$ cat config.mk
export PLATFORM = sky130hd
export DESIGN_NAME = hpdp_port
export DESIGN_NICKNAME = d
export VERILOG_FILES = /design/src/hpdp_pkg.sv /design/src/hpdp_port.sv
export VERILOG_INCLUDE_DIRS = /design/src /design/src/src
export SDC_FILE = /design/constraint.sdc
export NUM_CORES = 1
export LEC_CHECK = 0
export BUFFER_PORTS_ARGS = -buffer_cell sky130_fd_sc_hd__buf_2
export CAP_MARGIN = 20
export CORE_MARGIN = 8
export CORE_UTILIZATION = 50
export CTS_CLUSTER_DIAMETER = 200
export DETAILED_ROUTE_END_ITERATION = 10
export PLACE_DENSITY_LB_ADDON = 0.05
export SLEW_MARGIN = 10
export SYNTH_ARGS = -nofsm -noshare
export SYNTH_HDL_FRONTEND = slang
export SYNTH_SLANG_ARGS = --single-unit
export TNS_END_PERCENT = 10
$ cat constraint.sdc
create_clock -name i_clk -period 4.4 [get_ports i_clk]
set_input_delay 0.88 -clock i_clk [delete_from_list [all_inputs] [get_ports i_clk]]
set_output_delay 0.88 -clock i_clk [all_outputs]
set_load 0.01 [all_outputs]
$ cat src/hpdp_cfg.svh
// Constants of the host parallel data port
`ifndef HPDP_CFG_SVH
`define HPDP_CFG_SVH
`define HPDP_DW         16
`define HPDP_BW         8
`define HPDP_HI_MSB     15
`define HPDP_HI_LSB     8
`define HPDP_LO_MSB     7
`define HPDP_LO_LSB     0
`define HPDP_SEL_STATUS 1'h1
`define HPDP_SEL_DATA   1'h0
`define HPDP_SEL_HIGH   1'h1
`define HPDP_WORD_RST   16'h0000
// Idle control pins: chip-select and strobes high, selects low
`define HPDP_CTL_IDLE   5'h1C
// Data bus enables: released, low lane only, whole word
`define HPDP_OE_NONE    16'h0000
`define HPDP_OE_BYTE    16'h00FF
`define HPDP_OE_WORD    16'hFFFF
// Status bits: 0 outbound word waiting for host, 1 inbound word waiting for core
`define HPDP_ST_OUT_FULL 0
`define HPDP_ST_IN_FULL  1
`endif

$ cat src/hpdp_pkg.sv
// Types of the host parallel data port
package hpdp_pkg;
  typedef struct packed
  {
    logic       cs_n;
    logic       rd_n;
    logic       wr_n;
    logic       reg_sel;
    logic       byte_sel;
  } hpdp_ctl_t;

  typedef struct packed
  {
    logic [15:0] data;
    logic [15:0] oe;
  } hpdp_drv_t;
endpackage

$ cat src/hpdp_port.sv
// Host parallel data port: host-side pins, core-side word handshakes
//
// Contract
// - Register-select high: reads and writes reach the status register.
// - Select low with read strobe: drive the outbound data register.
// - Select low with write strobe: capture bus into inbound data register.
// - Byte mode: byte-select high takes bits 15..8, low takes 7..0.
// - Byte-select counts only in 8-bit mode; 16-bit mode moves whole words.
// - Data bus released unless a host read is under way.
`timescale 1ns/1ps
`include "hpdp_cfg.svh"
module hpdp_port
  import hpdp_pkg::*;
(
  input  wire logic        i_clk,
  input  wire logic        i_rst,
  input  wire logic        i_byte_mode,
  input  wire logic        i_host_chip_select_n,
  input  wire logic        i_host_read_strobe_n,
  input  wire logic        i_host_write_strobe_n,
  input  wire logic        i_host_reg_select,
  input  wire logic        i_host_byte_select,
  input  wire logic [15:0] i_host_data_bus,
  output logic      [15:0] o_host_data_bus,
  output logic      [15:0] o_host_data_oe,
  output logic             o_host_read_enable_out,
  output logic             o_host_write_enable_out,
  input  wire logic        i_core_out_valid,
  input  wire logic [15:0] i_core_out_data,
  output logic             o_core_out_ready,
  output logic             o_core_in_valid,
  output logic      [15:0] o_core_in_data,
  input  wire logic        i_core_in_ready,
  output logic      [15:0] o_status
);

  ////////////////////////////////////////////////////////////////////////////
  // Pin synchronisers
  hpdp_ctl_t   meta_ff;
  hpdp_ctl_t   ctl_ff;
  hpdp_ctl_t   ctl_d_ff;
  logic [15:0] dmeta_ff;
  logic [15:0] din_ff;

  // Two stages on every host pin; the first stage never feeds logic.
  // The data word is not coded: the host holds it steady around the strobe,
  // so a skewed first-stage sample has settled before the trailing edge uses it.
  // The third control stage holds the previous level for edge finding and the selects of the access just ended.
  always_ff @(posedge i_clk or posedge i_rst)
  begin
    if (i_rst)
    begin
      // Idle pin levels, so no false strobe edge follows reset
      meta_ff  <= `HPDP_CTL_IDLE;
      ctl_ff   <= `HPDP_CTL_IDLE;
      ctl_d_ff <= `HPDP_CTL_IDLE;
      dmeta_ff <= `HPDP_WORD_RST;
      din_ff   <= `HPDP_WORD_RST;
    end
    else
    begin
      meta_ff  <= '{i_host_chip_select_n, i_host_read_strobe_n, i_host_write_strobe_n,
                    i_host_reg_select, i_host_byte_select};
      ctl_ff   <= meta_ff;
      ctl_d_ff <= ctl_ff;
      dmeta_ff <= i_host_data_bus;
      din_ff   <= dmeta_ff;
    end
  end

  ////////////////////////////////////////////////////////////////////////////
  // Strobe qualification
  logic rd_act;
  logic wr_act;
  logic wr_end;
  logic rd_end;
  logic hi_byte;

  // Strobes count only under chip-select
  assign rd_act  = !ctl_ff.cs_n && !ctl_ff.rd_n;
  assign wr_act  = !ctl_ff.cs_n && !ctl_ff.wr_n;
  // Write data is taken at the trailing edge, when the host bus has settled
  assign wr_end  = !ctl_d_ff.cs_n && !ctl_d_ff.wr_n && ctl_ff.wr_n;
  assign rd_end  = !ctl_d_ff.cs_n && !ctl_d_ff.rd_n && ctl_ff.rd_n;
  // Byte-select is ignored in word mode
  assign hi_byte = i_byte_mode && (ctl_d_ff.byte_sel == `HPDP_SEL_HIGH);

  ////////////////////////////////////////////////////////////////////////////
  // Data registers and full flags
  logic [15:0] out_reg_ff;
  logic [15:0] in_reg_ff;
  logic        out_full_ff;
  logic        in_full_ff;
  logic        out_done;
  logic        in_done;

  // Word transfer completes on whole word, or on the high byte in byte mode.
  // Writes with register-select high reach the read-only status word and are
  // dropped, since both completions demand the data select
  assign out_done = rd_end && (ctl_d_ff.reg_sel == `HPDP_SEL_DATA)
                    && (!i_byte_mode || hi_byte);
  assign in_done  = wr_end && (ctl_d_ff.reg_sel == `HPDP_SEL_DATA)
                    && (!i_byte_mode || hi_byte);

  // Outbound register loads from the core while empty
  always_ff @(posedge i_clk or posedge i_rst)
  begin
    if (i_rst)
      out_reg_ff <= `HPDP_WORD_RST;
    else if (i_core_out_valid && !out_full_ff)
      out_reg_ff <= i_core_out_data;
  end

  // Host read of the last byte empties it; a core load in that cycle is refused
  always_ff @(posedge i_clk or posedge i_rst)
  begin
    if (i_rst)
      out_full_ff <= 1'b0;
    else if (!out_full_ff && i_core_out_valid)
      out_full_ff <= 1'b1;
    else if (out_done)
      out_full_ff <= 1'b0;
  end

  // Inbound capture by byte lane
  always_ff @(posedge i_clk or posedge i_rst)
  begin
    if (i_rst)
      in_reg_ff <= `HPDP_WORD_RST;
    else if (wr_end && ctl_d_ff.reg_sel == `HPDP_SEL_DATA)
    begin
      if (!i_byte_mode)
        in_reg_ff <= din_ff;
      else if (hi_byte)
        in_reg_ff[`HPDP_HI_MSB:`HPDP_HI_LSB] <= din_ff[`HPDP_LO_MSB:`HPDP_LO_LSB];
      else
        in_reg_ff[`HPDP_LO_MSB:`HPDP_LO_LSB] <= din_ff[`HPDP_LO_MSB:`HPDP_LO_LSB];
    end
  end

  // Host write sets full; set wins over a core take in the same cycle.
  // Limitation: a host write while still full overwrites the held word, so
  // the host must watch the write enable before each write.
  always_ff @(posedge i_clk or posedge i_rst)
  begin
    if (i_rst)
      in_full_ff <= 1'b0;
    else if (in_done)
      in_full_ff <= 1'b1;
    else if (i_core_in_ready)
      in_full_ff <= 1'b0;
  end

  // Core handshakes: valid is held back in the cycle a new word lands
  assign o_core_out_ready = !out_full_ff;
  assign o_core_in_valid  = in_full_ff && !in_done;
  assign o_core_in_data   = in_reg_ff;

  ////////////////////////////////////////////////////////////////////////////
  // Status and host read path
  logic [15:0] status;
  logic [15:0] rd_word;
  logic [15:0] rd_data_ff;
  logic        rd_oe_ff;

  // Status word: two flag bits, every other bit reads as zero
  always_comb
  begin
    status = 16'h0000;
    status[`HPDP_ST_OUT_FULL] = out_full_ff;
    status[`HPDP_ST_IN_FULL]  = in_full_ff;
  end
  assign o_status = status;

  // Register choice
  assign rd_word = (ctl_ff.reg_sel == `HPDP_SEL_STATUS) ? status : out_reg_ff;

  // Read data held in flops; byte mode moves the chosen half to the low lane.
  // It reaches the pins three clocks after the strobe falls at the pin.
  always_ff @(posedge i_clk or posedge i_rst)
  begin
    if (i_rst)
      rd_data_ff <= `HPDP_WORD_RST;
    else if (rd_act)
    begin
      if (!i_byte_mode)
        rd_data_ff <= rd_word;
      else if (ctl_ff.byte_sel == `HPDP_SEL_HIGH)
        rd_data_ff <= {8'h00, rd_word[`HPDP_HI_MSB:`HPDP_HI_LSB]};
      else
        rd_data_ff <= {8'h00, rd_word[`HPDP_LO_MSB:`HPDP_LO_LSB]};
    end
  end

  // Drive only during a qualified read; release at once otherwise
  // A write strobe at the same time means the host is driving, so hold off
  // rather than fight it on the bus
  always_ff @(posedge i_clk or posedge i_rst)
  begin
    if (i_rst)
      rd_oe_ff <= 1'b0;
    else
      rd_oe_ff <= rd_act && !wr_act;
  end

  // Pin data straight from the read flops
  assign o_host_data_bus = rd_data_ff;

  // Enable drops with the synced strobe, not a clock later
  always_comb
  begin
    if (!(rd_oe_ff && rd_act))
      o_host_data_oe = `HPDP_OE_NONE;
    else if (i_byte_mode)
      o_host_data_oe = `HPDP_OE_BYTE; // Upper lane stays released
    else
      o_host_data_oe = `HPDP_OE_WORD;
  end

  // Enables tell the host a word can be read or written; both come from flag
  // flops, so the host never sees a glitch on them
  assign o_host_read_enable_out  = out_full_ff;
  assign o_host_write_enable_out = !in_full_ff;

endmodule

* Yosys cells after proc, flatten, opt, wreduce, memory -nomap -nowiden
Index checks and enable logic that the tools add are counted.
W data, S select, Z words.
** Storage, ports and cells
- Register bits :: 98
- Input port bits :: 42
** Cells by class
- Eq/ne operators :: 2
- Muxes and demuxes :: 12
- Bitwise gates (word level) :: 1
- Reductions and logical operators :: 31
** Operator list (number)
- $mux W16 :: 5
- $mux W8 :: 3
- $logic_and A1 B1 Y1 :: 15
- $logic_not A1 Y1 :: 11
- $mux W1 :: 4
- $reduce_and A2 Y1 :: 2
- $reduce_bool A2 Y1 :: 2
- $ne A2 B1 Y1 const B :: 1
- $ne A2 B2 Y1 const B :: 1
- $logic_or A1 B1 Y1 :: 1
- $not A1 Y1 :: 1

* Logic depth before layout (Yosys ltp)
Gate-level depths: netlist of the first run.
- Word-level depth :: 7
- Gate-level depth with buffers :: 5

* Least setup slack after synthesis of the first run
No wires, ideal clock.
- Kind :: input -> output
- Start point :: input port i_byte_mode
- End point :: output port o_host_data_oe[10]
- Arrival :: 1881 ps
- Required time :: 3520 ps
- Path slack :: 1639 ps
- Stages :: 4
- Buffers on the path :: 3
- Cells stage by stage :: clkbuf_1 -> buf_2 -> nor2b_1 -> buf_4
** On the way
- Longest elaborated chain between the ends :: 2
** Ends and longest elaborated chain
- from (decl) :: line hpdp_port.sv:17 : input wire logic i_byte_mode,
- $mux W16 :: line hpdp_port.sv:214 : else if (i_byte_mode)
- $mux W16 :: line hpdp_port.sv:212 : if (!(rd_oe_ff && rd_act))
- to (decl) :: line hpdp_port.sv:25 : output logic [15:0] o_host_data_oe,
No other way between the ends.

* Worst setup path after layout of the first run
- Start point :: input port i_byte_mode
- End point :: output port o_core_in_valid
** On the way
- Longest elaborated chain between the ends :: 5
- Elaborated cells between the ends (all ways) :: 6
** Ends and longest elaborated chain
- $logic_not A1 Y1 / $logic_and A1 B1 Y1 (equally long branches)
- $logic_or A1 B1 Y1 (*) :: line hpdp_port.sv:103 : && (!i_byte_mode || hi_byte);
- $logic_and A1 B1 Y1 (*) :: line hpdp_port.sv:102 : assign in_done = wr_end && (ctl_d_ff.reg_sel == `HPDP_SEL_DATA)
- $logic_not A1 Y1 (*) :: line hpdp_port.sv:156 : assign o_core_in_valid = in_full_ff && !in_done;
- $logic_and A1 B1 Y1 (*) :: line hpdp_port.sv:156
- to (decl) :: line hpdp_port.sv:31 : output logic o_core_in_valid,
Every way passes the cells marked *; elsewhere a longest branch is shown, timed or not.

==> flow_summary.toml, run 1 <==
[status]
outcome = "finished clean"

[timing]
max-slew-margin-rel_pct = 36.62
fin_ws_ns = 1.410
fin_skew_ns = 0.009518
slew_violations = 0
period_minus_slack_ns = 2.990
rsz0062_at_grt = "no"
final-setup-viol-count = 0
setup_tns_ns = 0
fmax_mhz = 334.5
min_period_over_period_pct = 67.95
hold_viol = 0
worst_pin_slew_ns = 0.9466

[grt]
grt_use_total_pct = 13.72
grt_pass1_wl_mm = 10.74
grt_start_max_net_pins = 84
grt_pass1_vias = 2134
antenna_found_initial = 0
grt_overflow = 0

[worst_setup_path]
rr_endpoint = "o_core_in_data[3]$_DFFE_PP0P_"
cp.required_ns = 3.52
critical_path_class = "in2out"
worst_setup_path_end_kind = "primary output"
reg2reg_from = "ctl_ff[2]$_DFF_PP1_"
crit_top_cell = "buf_2"
slowest_stage = "nand2b_1"
worstPathMaxFanout = 19
r2r_cells = 3
start_kind = "input pin"
reg2reg_slack_ns = 2.40
max_stage_delay_ns = 0.45
arrival_ns = 2.11
crit_chain = "buf_2 > nand2b_1 > a21oi_1 > buf_2"

[power_and_ir_drop]
ir_drop_uv = 232.2
p_leak_nw = 2.095
p_per_area_nw_per_um2 = 471.8

[route]
drt-initial-drc-count = 40
via_per_inst = 4.759
first_pass_iters = 4
drt-total-wl_mm = 6.605
route.detailed.drc = 0
wire_per_inst_um = 15.43
antenna_left = 0
vias = 2037

[synthesis]
synth_cells = 244
synth-seq-cells = 98
syn_area_per_cell_um2 = 14.62
synth_seq_area_share_pct = 69.06
syn_area_um2 = 3567
yosys.cell_types.count = 25
ys_warn_count = 0

[cells_and_area]
drive_gt1_share_pct = 46.39
multi_input_area_um2 = 875.8
synthToLayoutAreaGrowth_pct = 17.85
finalNetCount = 369
nFillCells = 564
regArea_um2 = 2464
diodes = 0

[flow_run]
drv_cap = 0

[clock_network]
cts_sinks = 98
cts_tree = "done"
numCtsBuffers = 9
post-cts-setup-buffers = 0
clk-insertion-delay-late_ns = 0.34
cts_resized = 0
path_clk_slew_ns = 0.09
htree_num_levels = 3
ctsHoldBuffers = 0
cts_root_buf = "clkbuf_8"
cts_buffer_depth = 2

[min_path]
holdPathStages = 0
worstHoldEndpoint = "din_ff[13]$_DFF_PP0_"
hp-class = "reg2reg"
hp-start = "dmeta_ff[13]$_DFF_PP0_"

[floorplan]
fp-row-count = 30
initial_core_util_pct = 51.93
io_pins = 110
die_area_um2 = 10090
die_h_um = 100.5
die_w_um = 100.5
coreArea_um2 = 6869

[place]
io_buffers = 95
dp_hpwl_mm = 4.692
dp_slack_ns = 1.389
gp_congestion = 0.6869
## routing by layer
layer / vias up / routed length, um / GRT usage, %
met5: - / 0 / 0
met4: 0 / 82 / 6.279
met3: 8 / 636 / 5.249
met2: 76 / 3018 / 20.41
met1: 986 / 2867 / 17.29
li1: 967 / - / -
## Yosys cell counts
| master | n | area [um2] |
|---|---|---|
| nor4b_1 | 1 | 8.760 |
| and2_1 | 2 | 12.51 |
| inv_1 | 3 | 11.26 |
| mux2_2 | 26 | 292.8 |
| nor2_1 | 4 | 15.01 |
| buf_4 | 30 | 225.2 |
| buf_2 | 5 | 25.02 |
| nand2_1 | 11 | 41.29 |
| or3_1 | 1 | 6.260 |
| or2_2 | 1 | 6.260 |
| o21ai_0 | 7 | 35.03 |
| dfstp_2 | 9 | 236.5 |
| conb_1 | 1 | 3.750 |
| nand2b_1 | 1 | 6.260 |
| mux2i_1 | 14 | 140.1 |
| dfrtp_1 | 89 | 2227 |
| a21oi_1 | 9 | 45.04 |
| a22o_1 | 8 | 70.07 |
| nor2b_1 | 2 | 12.51 |
| nor3_2 | 1 | 10.01 |
| nand4b_1 | 2 | 17.52 |
| a31oi_1 | 11 | 68.82 |
| nor4b_4 | 1 | 23.77 |
| nand2_4 | 1 | 11.26 |
| clkbuf_1 | 4 | 15.01 |
## worst max path at each step
| stage | from | end | slack [ns] |
|---|---|---|---|
| after detailed placement | i_byte_mode | o_core_in_valid | 1.39 |
| after floorplan | i_rst | ctl_d_ff[0]$_DFF_PP0_ | 0.97 |
| after global placement | i_byte_mode | o_core_in_valid | 1.42 |
| after global routing | i_byte_mode | o_core_in_valid | 1.28 |
| after CTS | i_byte_mode | o_core_in_valid | 1.38 |
| final | i_byte_mode | o_core_in_valid | 1.41 |
## final cells by class
cell class	instances	area share, %
clock buffers	11	3.601
clock inverters	5	1.458
inverters	3	0.3274
multi-input cells	117	20.83
flip-flops and latches	98	58.60
well taps	96	2.857
repair buffers	98	12.32
## critical path: cells and delay by family
kind            cells  cell delay [ns]
buf+inv             2             0.50
compound gates      1             0.27
simple gates        1             0.45
## cell families after synthesis
logic type	after synthesis	share of synthesized area, %
buffers and inverters	42	7.752
muxes	40	12.14
and+or+nand+nor	28	4.805
DFF	98	69.06
AOI/OAI and AO/OA	35	6.138
other	1	0.1051
## power by group
part / switching [mW] / internal (mW)
logic: 0.140 / 0.147
clock network: 0.294 / 0.297
registers: 0.0723 / 1.03
## flip-flops by register name, indices dropped and copies added (netlist names)
signal,cells
ctl_d_ff,5
din_ff,16
ctl_ff,5
rd_oe_ff,1
out_reg_ff,16
in_full_ff,1
meta_ff,5
dmeta_ff,16
o_core_in_data,16
o_host_data_bus,16
o_host_read_enable_out,1
## stage by stage
step                area [um2]  util (%)  total power, mW  hold slack (ns)  cells
CTS                       4177     60.80            2.010           0.3558    427
detailed placement        3964     57.70            1.414           0.3347    411
floorplan                 3616         -            1.298           0.3312    257
finish                    4204     61.20            1.983           0.3495    428
global placement          3964     57.70            1.405           0.3324    411
global route              4204     61.20            2.086           0.3607    428
## layout by cell type (no fill, tap or decap)
| master | synthesis | final |
|---|---|---|
| buf_2 | 5 | 95 |
| dfrtp_1 | 89 | 89 |
| mux2_2 | 26 | 26 |
| mux2i_1 | 14 | 14 |
| conb_1 | 1 | 14 |
| nand2_1 | 11 | 11 |
| a31oi_1 | 11 | 11 |
| clkbuf_8 | 0 | 11 |
| a21oi_1 | 9 | 9 |
| dfstp_2 | 9 | 9 |
| a22o_1 | 8 | 8 |
| o21ai_0 | 7 | 7 |
| nor2_1 | 4 | 4 |
| nor2b_1 | 2 | 2 |
| nand4b_1 | 2 | 2 |
| inv_1 | 3 | 2 |
| and2_1 | 2 | 2 |
| clkinv_4 | 0 | 2 |
| buf_4 | 30 | 2 |
| nor4b_4 | 1 | 1 |
| nand2_4 | 1 | 1 |
| nand2b_1 | 1 | 1 |
| inv_4 | 0 | 1 |
| or3_1 | 1 | 1 |
| or2_2 | 1 | 1 |
| nor3_2 | 1 | 1 |
| nor4b_1 | 1 | 1 |
| clkinv_2 | 0 | 1 |
| inv_6 | 0 | 1 |
| bufinv_16 | 0 | 1 |
| buf_16 | 0 | 1 |
(Power assumes the default switching activity.)
==> run 2: changes to the inputs <==
CORE_UTILIZATION = 45   (was 50)
clock period = 2.7 ns   (was 4.4 ns; I/O delays follow)
==> run 2 against run 1 <==
Net effect:
- final cell count rose by 1.6%
- sequential cell count unchanged
- combinational power rose by 64%
- routed wire length rose by 4.8%
- clock power grew 100%
- utilization is 5.7 points lower
- die area rose by 9.3%
- via count decreased by 0.49%
- sequential share of layout area is 0.89 points lower
- register-to-register slack got worse by 1.4 ns
==> flow_summary.toml, run 2 (synthesized netlist as in run 1, its figures left out) <==
[cells_and_area]
finalNetCount = 371
final_cell_count_no_fill = 435
nFillCells = 679
final_cell_mix = "buf_2, dfrtp_1, mux2_2"
drive_gt1_share_pct = 46.55
synthToLayoutAreaGrowth_pct = 19.68
final_common_cell = "buf_2"
diodes = 0

[grt]
grt_pass1_wl_mm = 11.32
grt_start_max_net_pins = 56
grt_overflow = 0
grt_pass1_vias = 2186
antenna_found_initial = 1
grt_use_total_pct = 12.77

[timing]
period_minus_slack_ns = 2.379
slew_violations = 0
max-slew-margin-rel_pct = 54.95
final-setup-viol-count = 0
worst_pin_slew_ns = 0.6721
setup_tns_ns = 0
min_period_over_period_pct = 88.10
fin_skew_ns = 0.008625
fmax_mhz = 420.4
hold_viol = 0
rsz0062_at_grt = "no"

[place]
numPlacedInstances = 420
io_buffers = 95
dp_hpwl_mm = 4.932
gp_congestion = 0.6952

[route]
vias = 2027
drt-initial-drc-count = 57
wire_per_inst_um = 15.91
route.detailed.drc = 0
antenna_left = 0
via_per_inst = 4.660
first_pass_iters = 4
drt-total-wl_mm = 6.922

[worst_setup_path]
arrival_ns = 1.84
cp.required_ns = 2.16
start_kind = "flip-flop"
worst_setup_path_end_kind = "primary output"
worstPathMaxFanout = 9
critical_path_class = "reg2out"

[clock_network]
post-cts-setup-buffers = 0
ctsHoldBuffers = 0
cts_root_buf = "clkbuf_8"
cts_sinks = 98
path_clk_slew_ns = 0.09
clk-insertion-delay-late_ns = 0.35
cts_tree = "done"
numCtsBuffers = 9
cts_buffer_depth = 2
cts_resized = 0
htree_num_levels = 3

[floorplan]
die_area_um2 = 11030
die_w_um = 105.0
fp-row-count = 32
initial_core_util_pct = 46.40
die_h_um = 105.0
io_pins = 110
coreArea_um2 = 7687

[status]
outcome = "finished clean"

[power_and_ir_drop]
ir_drop_uv = 402.5
p_per_area_nw_per_um2 = 813.2
p_leak_nw = 2.117

[flow_run]
drv_cap = 0

[min_path]
hp-class = "in2async"
[run 2: cell count changes in the layout (fill, tap and decap cells not counted), sizes merged]
cell	delta
buf	+2
bufinv	+3
clkbuf	-2
clkinv	-3
clkinvlp	+1
[run 2: critical path, cell delays in order (launching register included)]
cell and delay (ns):
dfstp_2 0.39, nor2_1 0.27, and2_1 0.29, nor2b_1 0.35
buf_2 0.20
[run 2: power by group]
part / internal [mW] / switching (mW)
clock: 0.711 / 0.489
combinational: 0.239 / 0.231
sequential: 1.68 / 0.120
total: 2.63 / 0.839
[run 2: final timing paths]
check                                        from                               to  slack, ns  cells after the start
setup / recovery              ctl_ff[4]$_DFF_PP1_               o_host_data_oe[13]       0.32                      4
hold / removal                              i_rst   o_host_data_bus[5]$_DFFE_PP0P_       0.22                      2
setup reg to reg              ctl_ff[4]$_DFF_PP1_  o_host_data_bus[12]$_DFFE_PP0P_       1.02                      3
hold reg to reg            dmeta_ff[11]$_DFF_PP0_             din_ff[11]$_DFF_PP0_       0.35                      0
max in group asynchronous                   i_rst            ctl_d_ff[2]$_DFF_PP1_       1.81                      3
min in group i_clk           i_host_read_strobe_n             meta_ff[3]$_DFF_PP1_       0.28                      1
[run 2: layout make-up]
type,instances,area [um2],area share (%)
multi-input cells,117,875.8,20.52
well taps,102,127.6,2.989
clock buffers,9,123.9,2.902
repair buffers,100,525.5,12.31
clock inverters,6,137.6,3.224
flip-flops and latches,98,2464,57.71
inverters,3,15.01,0.3517
[run 2: layer usage]
metal	track usage [%]	routed length [um]	vias up
met1	16.35	3130	977
met5	0	10	-
met3	5.713	593	11
met2	18.28	3080	77
li1	-	-	960
met4	5.505	108	2
[run 2: per-stage QoR]
stage	instance area, um2	setup slack [ns]	hold slack [ns]	power (mW)	utilization, %
CTS	4269	0.2547	0.2177	3.523	55.53
finish	4269	0.3213	0.2154	3.472	55.53
detailed placement	4008	0.6473	0.3347	2.317	52.13
global route	4269	0.1253	0.2366	3.650	55.53
global placement	4008	0.7046	0.3326	2.300	52.13
floorplan	3620	0.5466	0.3312	2.117	-
==> run 3: changes to the inputs <==
ABC_AREA = 1   (was unset)
CORE_UTILIZATION = 46   (was 45)
==> run 3 against run 2 <==
Net effect:
- clock power is 23% lower
- die area rose by 3.0%
- total power fell by 0.39%
- register-to-register slack improved by 0.42 ns
- final cell count rose by 29%
- critical path depth did not move
- sequential cell count unchanged
- critical endpoint is now o_host_data_oe[4]
- highest routed layer is now met4
==> flow_summary.toml, run 3 <==
[clock_network]
ctsHoldBuffers = 0
cts_buffer_depth = 2
cts_resized = 0
cts_tree = "done"
cts_root_buf = "clkbuf_8"
htree_num_levels = 3
path_clk_slew_ns = 0.10
cts_sinks = 98
numCtsBuffers = 9
post-cts-setup-buffers = 0
clk-insertion-delay-late_ns = 0.36

[floorplan]
coreArea_um2 = 8093
fp-row-count = 33
die_h_um = 106.6
initial_core_util_pct = 46.65
die_w_um = 106.6
io_pins = 110
die_area_um2 = 11360

[place]
dp_slack_ns = 0.6037
postPlaceCellArea_um2 = 4194
dp_hpwl_mm = 5.771
gp_congestion = 0.7586
io_buffers = 95

[cells_and_area]
final_common_cell = "nand2_1"
drive_gt1_share_pct = 32.10
finalNetCount = 495
final_cell_mix = "nand2_1, buf_2, dfrtp_1"
stdcell_area_um2 = 4394
nFillCells = 761
synthToLayoutAreaGrowth_pct = 16.41
diodes = 0
final_core_util_pct = 54.30

[timing]
min_period_over_period_pct = 81.31
fin_skew_ns = 0.01008
final-setup-viol-count = 0
hold_viol = 0
setup_tns_ns = 0
fmax_mhz = 455.5
period_minus_slack_ns = 2.195
slew_violations = 0
fin_ws_ns = 0.5047
rsz0062_at_grt = "no"
whs_ns = 0.1941

[grt]
met1_usage_pct = 22.55
grt_pass1_wl_mm = 12.77
use_met3_pct = 5.039
grt_overflow = 0
top_usage_layer = "met1"
grt_start_max_net_pins = 46
grt_pass1_vias = 2477
gr-usage-met2_pct = 16.83
antenna_found_initial = 0
grt_use_total_pct = 14.15

[worst_setup_path]
cp.required_ns = 2.16
start_kind = "flip-flop"
critical_path_class = "reg2out"
setup.worst_path.start = "ctl_ff[4]$_DFF_PP1_"
arrival_ns = 1.66
worst_setup_path_end_kind = "primary output"
worstPathMaxFanout = 18
reg2reg_from = "o_host_read_enable_out$_DFFE_PP0P_"

[synthesis]
syn_area_um2 = 3775
synth-seq-cells = 98
yosysTopAreaCell = "dfrtp_1"
synth-async-reset-ratio_pct = 100.0
synth_top_area_share_pct = 59.00
syn_area_per_cell_um2 = 10.26
yosys_most_used_dff = "dfrtp_1"
yosys.cell_types.count = 21
synth_edf_count = 0
ys_top_cells_by_count = "nand2_1, dfrtp_1, nand3_1, buf_4, dfstp_2"
ys_warn_count = 0
synth_area_leaders = "dfrtp_1, nand2_1, dfstp_2"
synth_cells = 368
yosysMostFrequentCell = "nand2_1"
synth_seq_area_share_pct = 65.26

[route]
first_pass_iters = 4
via_per_inst = 4.460
wire_per_inst_um = 13.72
route.detailed.drc = 0
drt-initial-drc-count = 143
drt-total-wl_mm = 7.724
antenna_left = 0
vias = 2511

[power_and_ir_drop]
p_leak_nw = 2.429
p_per_area_nw_per_um2 = 786.9
ir_drop_uv = 456.2

[min_path]
hp-class = "in2async"

[status]
outcome = "finished clean"

[flow_run]
drv_cap = 0
[run 3: cell count changes after synthesis, moves of 9 or more]
| cell | delta |
|---|---|
| a21oi_1 | -9 |
| a31oi_1 | -11 |
| nand2_1 | +142 |
| nand3_1 | +35 |
| mux2i_1 | -14 |
| mux2_2 | -26 |
[run 3: power breakdown]
group / total, mW / internal, mW / leakage (nW) / switching [mW]
clock network: 0.929 / 0.369 / 0.103 / 0.561
logic: 0.646 / 0.243 / 1.14 / 0.403
registers: 1.88 / 1.72 / 1.19 / 0.158
total: 3.46 / 2.34 / 2.43 / 1.12
[run 3: layout make-up]
type | count | area (um2) | share of cell area, %
Sequential cell | 98 | 2464 | 56.06
Multi-Input combinational cell | 232 | 1025 | 23.32
Timing Repair Buffer | 98 | 510.5 | 11.62
Tap cell | 105 | 131.4 | 2.990
Clock buffer | 9 | 123.9 | 2.819
Clock inverter | 7 | 76.32 | 1.737
Inverter | 14 | 63.81 | 1.452
[run 3: kinds of logic (layout without fill, tap and decap cells)]
kind of cell	count (synthesis)	in the layout	share of synthesized area [%]
simple gates	209	209	24.56
flops	98	98	65.26
buf+inv	51	128	8.883
compound gates	9	9	1.193
other cells	1	14	0.09934
[run 3: critical path: stages, from the launching register on]
cell and delay [ns]:
dfstp_2 0.40, nor2_4 0.26, inv_4 0.15, nor2_1 0.29, buf_2 0.20
[run 3: path summary, 6_finish.rpt]
check / end / slack [ns] / cells after the start
max: o_host_data_oe[4] / 0.50 / 4
min: out_reg_ff[6]$_DFFE_PP0P_ / 0.19 / 2
max reg2reg: out_reg_ff[11]$_DFFE_PP0P_ / 1.44 / 4
min reg2reg: din_ff[3]$_DFF_PP0_ / 0.35 / 0
max in group asynchronous: meta_ff[2]$_DFF_PP1_ / 1.88 / 3
min in group i_clk: meta_ff[4]$_DFF_PP1_ / 0.28 / 1
[run 3: metrics by stage]
stage,instances,power [mW]
detailed placement,547,2.567
floorplan,381,2.316
global placement,547,2.548
global route,563,3.700
finish,563,3.458
CTS,563,3.503
[run 3: metal layers]
layer | wire, um | share of wire [%]
met1 | 4008 | 52
met4 | 94 | 1.2
met3 | 713 | 9.2
met2 | 2907 | 38
met5 | 0 | 0
